===== src/dbgbk_pkg.sv =====
// Package with command codes, status bit positions and reset values for the debug breakpoint block
package dbgbk_pkg;

   // Serial debug command codes, already decoded from the wire by the link front end
   localparam logic [7:0] CMD_READ_STATUS = 8'he4;
   localparam logic [7:0] CMD_WRITE_CONTROL = 8'hc4;
   localparam logic [7:0] CMD_MATCH_READ = 8'he2;
   localparam logic [7:0] CMD_MATCH_WRITE = 8'hc2;
   localparam logic [7:0] CMD_HALT_REQUEST = 8'h90;
   localparam logic [7:0] CMD_RESUME = 8'h08;
   localparam logic [7:0] CMD_TRACE_ONE = 8'h10;
   localparam logic [7:0] CMD_RESUME_TAGGED = 8'h18;

   // Bit positions inside debug_status_control
   localparam int HALT_PERMIT_BIT = 7;
   localparam int HALT_ACTIVE_BIT = 6;
   localparam int BKPT_ENABLE_BIT = 5;
   localparam int FORCE_TAG_BIT = 4;
   localparam int CLOCK_SELECT_BIT = 3;
   localparam int LOW_POWER_STATUS_BIT = 2;
   localparam int LOW_POWER_FAIL_BIT = 1;
   localparam int SLOW_ACCESS_FAIL_BIT = 0;

   // Register widths
   localparam int STATUS_WIDTH = 8;
   localparam int MATCH_WIDTH = 16;

   // Values after reset
   localparam logic RST_HALT_PERMIT = 1'b0;
   localparam logic RST_BKPT_ENABLE = 1'b0;
   localparam logic RST_FORCE_TAG = 1'b0;
   localparam logic RST_CLOCK_SELECT = 1'b0;
   localparam logic RST_LOW_POWER_FAIL = 1'b0;
   localparam logic [MATCH_WIDTH-1:0] RST_MATCH_ADDR = 16'h0000;

   // Halt state of the CPU as seen by the debug controller
   typedef enum logic {
      DBGBK_RUN,
      DBGBK_HALTED
   } dbgbk_state_e;

endpackage


===== src/dbgbk_top.sv =====
// Breakpoint comparator and status/control registers of the single-wire debug controller
`timescale 1ns/1ps

// Overview of operation
// - Compare CPU address with 16-bit match register
// - Forced mode halts at next instruction boundary
// - Tagged mode halts when marked opcode executes
// - Breakpoint enable resets low, blocks breakpoint requests but not host halt requests
// - Bit 4 selects forced (1) or tagged (0)
// - 8-bit status/control, serial commands only
// - Halt-permit writes ignored while halted
// - Four status bits are read-only
// - Bit 7 permits halt, cleared by reset
// - Bit 6 shows halted debug mode
// - Bit 3 selects debug clock, reset 0
// - Bit 2 shows wait/stop or woken from it
// - Halt request wakes CPU from wait/stop
// - Bit 1 flags memory access lost to wait/stop
// - Slow-access failure bit always reads 0
// - Match register reachable only by serial commands
// - Codes e4/c4 read/write status/control
// - Codes e2/c2 read/write match register
// - Halt request ignored when halt-permit is 0
module dbgbk_top
   import dbgbk_pkg::*;
#(
   parameter int ADDR_WIDTH = MATCH_WIDTH
) (
   input wire logic CLK_I,
   input wire logic RST_B_I,
   // Decoded serial debug commands
   input wire logic CMD_VALID_I,
   input wire logic [7:0] CMD_CODE_I,
   input wire logic [15:0] CMD_WDATA_I,
   output logic RSP_VALID_O,
   output logic [15:0] RSP_DATA_O,
   // Debug memory access commands issued by the link front end
   input wire logic MEM_ACC_I,
   output logic MEM_ACC_FAIL_O,
   // CPU side
   input wire logic [ADDR_WIDTH-1:0] CPU_ADDR_I,
   input wire logic CPU_ACCESS_I,
   input wire logic CPU_FETCH_I,
   input wire logic CPU_BOUNDARY_I,
   input wire logic CPU_TAG_AT_END_I,
   input wire logic CPU_LOW_POWER_I,
   output logic TAG_O,
   output logic HALT_ENTER_O,
   output logic RESUME_O,
   output logic TRACE_O,
   output logic HALT_ACTIVE_O,
   output logic DEBUG_CLK_SEL_O
);

   // Control and status state
   // Every flop has a _nxt partner computed in one of several combinational processes
   dbgbk_state_e state_r, state_nxt;
   logic halt_permit_r, halt_permit_nxt;
   logic bkpt_enable_r, bkpt_enable_nxt;
   logic force_tag_r, force_tag_nxt;
   logic clock_select_r, clock_select_nxt;
   logic low_power_fail_r, low_power_fail_nxt;
   logic woken_r, woken_nxt;
   logic [MATCH_WIDTH-1:0] match_addr_r, match_addr_nxt;

   // Breakpoint state
   // The pending flag bridges a forced hit to the next instruction boundary
   logic force_pend_r, force_pend_nxt;
   logic tag_r, tag_nxt;

   // Outputs held in flops
   // Pulses last one cycle; the answer word holds until it is replaced
   logic rsp_valid_r, rsp_valid_nxt;
   logic [15:0] rsp_data_r, rsp_data_nxt;
   logic mem_fail_r, mem_fail_nxt;
   logic halt_enter_r, halt_enter_nxt;
   logic resume_r, resume_nxt;
   logic trace_r, trace_nxt;

   // Decode helpers
   // Combinational names only, no state behind them
   logic halted;
   logic addr_hit;
   logic bkpt_armed;
   logic cmd_halt_req;
   logic cmd_resume_any;
   logic enter_halt;
   logic [STATUS_WIDTH-1:0] status_byte;

   // Command decode is used for every code, so keep it in one place
   // A code counts only while the valid strobe is high; the code lines are free otherwise
   function automatic logic is_cmd(input logic v, input logic [7:0] c, input logic [7:0] k);
      is_cmd = v && (c == k);
   endfunction

   // Compare only the low 16 address lines against the match value
   // Address lines above the match width are not compared, so a wider bus aliases
   function automatic logic addr_match(input logic [ADDR_WIDTH-1:0] a,
                                       input logic [MATCH_WIDTH-1:0] m);
      addr_match = (a[MATCH_WIDTH-1:0] == m);
   endfunction

   assign halted = (state_r == DBGBK_HALTED);

   // Comparator; debug-command accesses while halted never arm a breakpoint
   // Arming also needs halt permit: a request for a mode that cannot be entered would only
   // leave a stale pending hit behind
   always_comb begin
      addr_hit = addr_match(CPU_ADDR_I, match_addr_r);
      bkpt_armed = bkpt_enable_r && halt_permit_r && !halted;
   end

   // Command classification
   // Resume codes are decoded in any state; the state machine ignores them while running
   always_comb begin
      cmd_halt_req = is_cmd(CMD_VALID_I, CMD_CODE_I, CMD_HALT_REQUEST) && halt_permit_r;
      cmd_resume_any = is_cmd(CMD_VALID_I, CMD_CODE_I, CMD_RESUME) ||
                       is_cmd(CMD_VALID_I, CMD_CODE_I, CMD_TRACE_ONE) ||
                       is_cmd(CMD_VALID_I, CMD_CODE_I, CMD_RESUME_TAGGED);
   end

   // Status byte as seen by the read-status command
   // Bit 2 stays up after a wake into halted mode, so the host can tell why the CPU stopped
   always_comb begin
      status_byte = '0;
      status_byte[HALT_PERMIT_BIT] = halt_permit_r;
      status_byte[HALT_ACTIVE_BIT] = halted;
      status_byte[BKPT_ENABLE_BIT] = bkpt_enable_r;
      status_byte[FORCE_TAG_BIT] = force_tag_r;
      status_byte[CLOCK_SELECT_BIT] = clock_select_r;
      status_byte[LOW_POWER_STATUS_BIT] = CPU_LOW_POWER_I || woken_r;
      status_byte[LOW_POWER_FAIL_BIT] = low_power_fail_r;
      status_byte[SLOW_ACCESS_FAIL_BIT] = 1'b0; // No slow memory here
   end

   // Breakpoint tracking: forced hits wait for a boundary, tagged hits ride with the opcode
   // A forced hit between boundaries is remembered, so a data access halts only once its
   // instruction completes; disarming drops the pending hit so it cannot fire later
   always_comb begin
      force_pend_nxt = force_pend_r;
      tag_nxt = 1'b0;
      if (!bkpt_armed) begin
         force_pend_nxt = 1'b0;
      end else if (force_tag_r) begin
         // Any access counts, even a data access; pending survives until a boundary
         if (CPU_ACCESS_I && addr_hit) begin
            force_pend_nxt = 1'b1;
         end else if (CPU_BOUNDARY_I) begin
            force_pend_nxt = 1'b0;
         end
      end else begin
         force_pend_nxt = 1'b0;
         // Only an opcode fetch is marked; data accesses at the match address pass
         tag_nxt = CPU_ACCESS_I && CPU_FETCH_I && addr_hit;
      end
   end

   // Halt entry sources; a hit and a boundary in one cycle still halts at that boundary
   // The host's halt request is looked at first; nothing enters halt while already halted
   always_comb begin
      enter_halt = 1'b0;
      if (!halted) begin
         if (cmd_halt_req) begin
            enter_halt = 1'b1; // Also wakes wait/stop
         end else if (bkpt_armed && force_tag_r && CPU_BOUNDARY_I &&
                      (force_pend_r || (CPU_ACCESS_I && addr_hit))) begin
            enter_halt = 1'b1;
         end else if (bkpt_armed && !force_tag_r && CPU_TAG_AT_END_I) begin
            enter_halt = 1'b1;
         end
      end
   end

   // Halt state machine and its strobes to the CPU
   // Strobes are one-cycle pulses; the CPU side turns them into its halt and resume actions
   always_comb begin
      state_nxt = state_r;
      woken_nxt = woken_r;
      halt_enter_nxt = 1'b0;
      resume_nxt = 1'b0;
      trace_nxt = 1'b0;
      unique case (state_r)
         DBGBK_RUN: begin
            // Only the running state can take a halt entry
            if (enter_halt) begin
               state_nxt = DBGBK_HALTED;
               halt_enter_nxt = 1'b1;
               woken_nxt = CPU_LOW_POWER_I; // Remember it came out of wait/stop
            end
         end
         DBGBK_HALTED: begin
            // Resume commands only act in halted mode; elsewhere they are ignored
            if (cmd_resume_any) begin
               state_nxt = DBGBK_RUN;
               woken_nxt = 1'b0;
               resume_nxt = 1'b1;
               trace_nxt = is_cmd(CMD_VALID_I, CMD_CODE_I, CMD_TRACE_ONE);
            end
         end
      endcase
   end

   // Serial register writes; status bits have no write path at all
   // Halt permit is frozen while halted, so a write cannot forbid the mode already in use
   always_comb begin
      halt_permit_nxt = halt_permit_r;
      bkpt_enable_nxt = bkpt_enable_r;
      force_tag_nxt = force_tag_r;
      clock_select_nxt = clock_select_r;
      match_addr_nxt = match_addr_r;
      if (is_cmd(CMD_VALID_I, CMD_CODE_I, CMD_WRITE_CONTROL)) begin
         if (!halted) begin
            halt_permit_nxt = CMD_WDATA_I[HALT_PERMIT_BIT];
         end
         // The other control bits take the payload in any state
         bkpt_enable_nxt = CMD_WDATA_I[BKPT_ENABLE_BIT];
         force_tag_nxt = CMD_WDATA_I[FORCE_TAG_BIT];
         clock_select_nxt = CMD_WDATA_I[CLOCK_SELECT_BIT];
      end
      // The match register takes the whole 16-bit payload
      if (is_cmd(CMD_VALID_I, CMD_CODE_I, CMD_MATCH_WRITE)) begin
         match_addr_nxt = CMD_WDATA_I[MATCH_WIDTH-1:0];
      end
   end

   // Memory access outcome: each access command overwrites the failure flag
   // Limitation: failure is judged from the low-power level in the access cycle, so an
   // access racing a wait or stop instruction in that same cycle is reported as failed
   always_comb begin
      low_power_fail_nxt = low_power_fail_r;
      mem_fail_nxt = 1'b0;
      // Without an access the last outcome stays visible in the status byte
      if (MEM_ACC_I) begin
         // A CPU in wait/stop cannot service the access unless halted
         mem_fail_nxt = CPU_LOW_POWER_I && !halted;
         low_power_fail_nxt = CPU_LOW_POWER_I && !halted;
      end
   end

   // Read answers one cycle after the command
   // Answer data stays in its flops until the next read, so a late host still sees it
   always_comb begin
      rsp_valid_nxt = 1'b0;
      rsp_data_nxt = rsp_data_r;
      if (is_cmd(CMD_VALID_I, CMD_CODE_I, CMD_READ_STATUS)) begin
         rsp_valid_nxt = 1'b1;
         // Status answers are padded with zeros to the 16-bit answer word
         rsp_data_nxt = {8'h00, status_byte};
      end else if (is_cmd(CMD_VALID_I, CMD_CODE_I, CMD_MATCH_READ)) begin
         rsp_valid_nxt = 1'b1;
         rsp_data_nxt = match_addr_r;
      end
   end

   // Halt state and its strobes; a reset always leaves the CPU running
   // The strobes are registered so the CPU never sees a glitch from the command decode
   always_ff @(posedge CLK_I) begin
      if (!RST_B_I) begin
         state_r <= DBGBK_RUN;
         woken_r <= 1'b0;
         halt_enter_r <= 1'b0;
         resume_r <= 1'b0;
         trace_r <= 1'b0;
      end else begin
         state_r <= state_nxt;
         woken_r <= woken_nxt;
         halt_enter_r <= halt_enter_nxt;
         resume_r <= resume_nxt;
         trace_r <= trace_nxt;
      end
   end

   // Control registers; a normal reset clears halt permit and every control bit
   // Permit is cleared only here or by a control write while running, so it survives any number of halt and resume cycles
   always_ff @(posedge CLK_I) begin
      if (!RST_B_I) begin
         halt_permit_r <= RST_HALT_PERMIT;
         bkpt_enable_r <= RST_BKPT_ENABLE;
         force_tag_r <= RST_FORCE_TAG;
         clock_select_r <= RST_CLOCK_SELECT;
         match_addr_r <= RST_MATCH_ADDR;
      end else begin
         halt_permit_r <= halt_permit_nxt;
         bkpt_enable_r <= bkpt_enable_nxt;
         force_tag_r <= force_tag_nxt;
         clock_select_r <= clock_select_nxt;
         match_addr_r <= match_addr_nxt;
      end
   end

   // Breakpoint flops
   // A pending hit never outlives a reset, so a stale match cannot halt the next session
   always_ff @(posedge CLK_I) begin
      if (!RST_B_I) begin
         force_pend_r <= 1'b0;
         tag_r <= 1'b0;
      end else begin
         force_pend_r <= force_pend_nxt;
         tag_r <= tag_nxt;
      end
   end

   // Memory access outcome flops
   // The failure flag is only cleared by reset or by the next successful access
   always_ff @(posedge CLK_I) begin
      if (!RST_B_I) begin
         low_power_fail_r <= RST_LOW_POWER_FAIL;
         mem_fail_r <= 1'b0;
      end else begin
         low_power_fail_r <= low_power_fail_nxt;
         mem_fail_r <= mem_fail_nxt;
      end
   end

   // Read answer flops
   // The answer word is cleared by reset so no old data is shown as a first answer
   always_ff @(posedge CLK_I) begin
      if (!RST_B_I) begin
         rsp_valid_r <= 1'b0;
         rsp_data_r <= 16'h0000;
      end else begin
         rsp_valid_r <= rsp_valid_nxt;
         rsp_data_r <= rsp_data_nxt;
      end
   end

   // Port drive, all from flops
   // Answers to the host
   assign RSP_VALID_O = rsp_valid_r;
   assign RSP_DATA_O = rsp_data_r;
   assign MEM_ACC_FAIL_O = mem_fail_r;

   // Strobes to the CPU
   assign TAG_O = tag_r;
   assign HALT_ENTER_O = halt_enter_r;
   assign RESUME_O = resume_r;
   assign TRACE_O = trace_r;

   // Levels; halt-active follows the state flop directly, so it never lags the enter strobe
   assign HALT_ACTIVE_O = halted;
   assign DEBUG_CLK_SEL_O = clock_select_r;

endmodule


===== config.mk =====
export PLATFORM = sky130hd
export DESIGN_NAME = dbgbk_top
export DESIGN_NICKNAME = d
export VERILOG_FILES = /design/src/dbgbk_pkg.sv /design/src/dbgbk_top.sv
export SDC_FILE = /design/constraint.sdc
export NUM_CORES = 1
export LEC_CHECK = 0
export ABC_CLOCK_PERIOD_IN_PS = 2150
export BUFFER_PORTS_ARGS = -buffer_cell sky130_fd_sc_hd__buf_4
export CORE_MARGIN = 8
export CORE_UTILIZATION = 49
export CTS_CLUSTER_SIZE = 40
export DETAILED_ROUTE_END_ITERATION = 8
export PLACE_DENSITY = 0.82
export SETUP_SLACK_MARGIN = 0.2
export SYNTH_ARGS = -nofsm -noshare
export SYNTH_HDL_FRONTEND = slang
export SYNTH_SLANG_ARGS = --single-unit

===== constraint.sdc =====
create_clock -name CLK_I -period 2.15 [get_ports CLK_I]
set_clock_uncertainty 0.1 [all_clocks]
set_input_delay 0.1075 -clock CLK_I [delete_from_list [all_inputs] [get_ports CLK_I]]
set_output_delay 0.1075 -clock CLK_I [all_outputs]
set_load 0.02 [all_outputs]

==> flow_metrics.tcl <==
set metrics [dict create \
    grt_pass1_vias 1993 \
    max_slew_margin_pct 63.0 \
    clock_path_buffers 2 \
    synth_area_sq_um 2060 \
    grt_max_degree 24 \
    synth_edf_count 0 \
    coreArea_sq_um 4030 \
    synth-simple-area-share_pct 21.3 \
    crit_arrival_ns 1.84 \
    syn_inst 216 \
    cts_resized 0 \
    synth.distinct_cells 38 \
    critPathRequiredTime_ns 2.26 \
    htree_levels 2 \
    clkTransAtPathRegs_ns 0.08 \
    crit_type "reg -> reg" \
    synthMuxAreaShare_pct 17.5 \
    dr_total_vias 1889 \
    met1_length_um 2340 \
    grt_pass1_wl_um 9170 \
    rows 23 \
    globalplace.congestion 0.791 \
    overflow 0 \
    drt-vias-per-instance 5.15 \
    dr.pass1.iters 4 \
    period_needed_ns 1.72 \
    tns_ns 0 \
    ys_top_cells_by_count "46 x dfxtp_1, 44 x nor2_1, 36 x mux2i_1" \
    initial_core_util_pct 51.2 \
    cts_sinks 46 \
    antenna_found_initial 0 \
    syn_nets 265 \
    synth_top_area_share_pct 44.6 \
    die_width_um 80.9 \
    syn_avg_cell_area_sq_um 9.55 \
    drcViolationCount 0 \
    dieArea_sq_um 6540 \
    worst_hold_path_type "in -> reg" \
    power.total_uw 1570 \
    finalSetupViolCount 0 \
    nNetsFinal 364 \
    ys.flop_type "dfxtp_1" \
    yosysMostFrequentCell "dfxtp_1" \
    drive_gt1_share_pct 28.5 \
    worstPathMaxFanout 4 \
    fin_cells 367 \
    synthToLayoutAreaGrowth_pct 43.4 \
    synthTopCellsByArea "dfxtp_1 45%, mux2i_1 17%, nor2_1 8.0%" \
    power.leakage_uw 0.00135 \
    wl_met3_um 468 \
    grt_use_total_pct 17.9 \
    dieHeight_um 80.9 \
    status "finished, final reports clean" \
    synth_top_family_by_area "simple AND/OR/NAND/NOR gates" \
    cts_root_buffer "clkbuf_8" \
    clk_latency_ns 0.30 \
    wl_um 5680 \
    rsz0062_at_grt "no" \
    timing.fmax_mhz 580 \
    synth_xor_area_share_pct 5.52 \
    place_inst 336 \
    dp_hpwl_um 4220 \
    synth_top_area_cell "dfxtp_1" \
    top_layer_used "met4" \
    ys_seq_area_share_pct 44.6 \
    powerDensity_nw_per_um2 530 \
    wl_met2_um 2770 \
    post-place-ws_ns 0.319 \
    vdd_ir_drop_max_mv 0.417 \
    synth_seq_cells 46 \
    tightest_slew_ns 0.547 \
    synth_warnings 0 \
    synth-adder-area-share_pct 0 \
    cap_violations 0 \
    ctsHoldBuffers 22 \
    io_buffers 72 \
    startpoint_type "flop" \
    cts_tree "yes" \
    end_kind "flop" \
    hold_viol_final 0 \
    cts_buffers 5 \
    async_flop_share_pct 0 \
    antenna_left 0 \
    pin_count 73 \
    final_util_pct 73.4 \
    fin_crit_sh_pct 80.2 \
    slew_viol_final 0 \
    wire_per_inst_um 15.5 \
    setup_slack_ns 0.426 \
    synth_compound_area_share_pct 6.91 \
    drt_iter0_drc 94 \
    cts.repair_timing.setup_buffer_count 0 \
]
==> sequential cells by signal, indices dropped and copies added, names as in the netlist <==
name,flops
RSP_DATA_O,16
MEM_ACC_FAIL_O,1
HALT_ENTER_O,1
force_tag_r,1
match_addr_r,16
woken_r,1
HALT_ACTIVE_O,1
force_pend_r,1
TAG_O,1
RESUME_O,1
DEBUG_CLK_SEL_O,1
low_power_fail_r,1
TRACE_O,1
RSP_VALID_O,1
halt_permit_r,1
bkpt_enable_r,1
==> critical path: stages, from the launching register on <==
cell      delay [ns]
dfxtp_1         0.36
a222oi_1        0.41
nor3b_1         0.35
a31oi_1         0.16
a211oi_1        0.26
==> power by group <==
part           switching (uW)  leakage, uW  internal (uW)  total [uW]
Sequential               1.80     0.000371            854         855
Combinational            66.3     0.000926            104         170
Clock                     283    0.0000482            260         542
==> placed cells by master (no fill, tap or decap), types with 4 or more instances in the layout <==
master / instances
o21ai_0: 4
nand3_1: 4
nand2_1: 10
nand2b_1: 4
xnor2_1: 10
a211oi_1: 7
inv_1: 7
mux2i_1: 36
dfxtp_1: 46
nor2_1: 44
buf_4: 77
clkbuf_8: 6
dlygate4sd3_1: 22
==> per-layer routing <==
layer  vias up  GRT usage [%]
met1       865           19.8
met5         -              0
met4         0           6.96
met3        10           5.96
met2        66           31.0
li1        948              -
==> final cells by class <==
type | instances | area (sq um)
fill | 311 | 1070
multi-input combinational | 156 | 1060
sequential | 46 | 921
timing repair buffer | 99 | 798
clock buffer | 7 | 86.3
tap | 50 | 62.6
inverter | 7 | 26.3
clock inverter | 1 | 5.00
antenna | 1 | 2.50
==> cells by family (layout without fill, tap and decap cells) <==
| group | count (synthesis) | after routing |
|---|---|---|
| AO/OA/AOI/OAI | 21 | 21 |
| XOR/XNOR | 13 | 13 |
| buffers and inverters | 14 | 114 |
| flip-flops | 46 | 46 |
| multiplexers | 36 | 36 |
| other | 0 | 1 |
| AND/OR/NAND/NOR | 86 | 86 |
==> per-stage QoR <==
stage | area, sq um | hold WS (ns)
2_1_floorplan | 2060 | 0.139
3_3_place_gp | 2650 | 0.241
3_5_place_dp | 2650 | 0.252
5_1_grt | 2960 | 0.0295
6_report | 2960 | 0.0207
4_1_cts | 2960 | 0.0148
==> final timing paths <==
path | slack, ns | cells after the start | end | startpoint
max | 0.43 | 4 | HALT_ACTIVE_O | match_addr_r[15]
min | 0.02 | 2 | TRACE_O | CMD_CODE_I[4]
max reg2reg | 0.43 | 4 | HALT_ACTIVE_O | match_addr_r[15]
min reg2reg | 0.38 | 2 | force_pend_r | force_pend_r
Power figures use the tool's default switching activity.
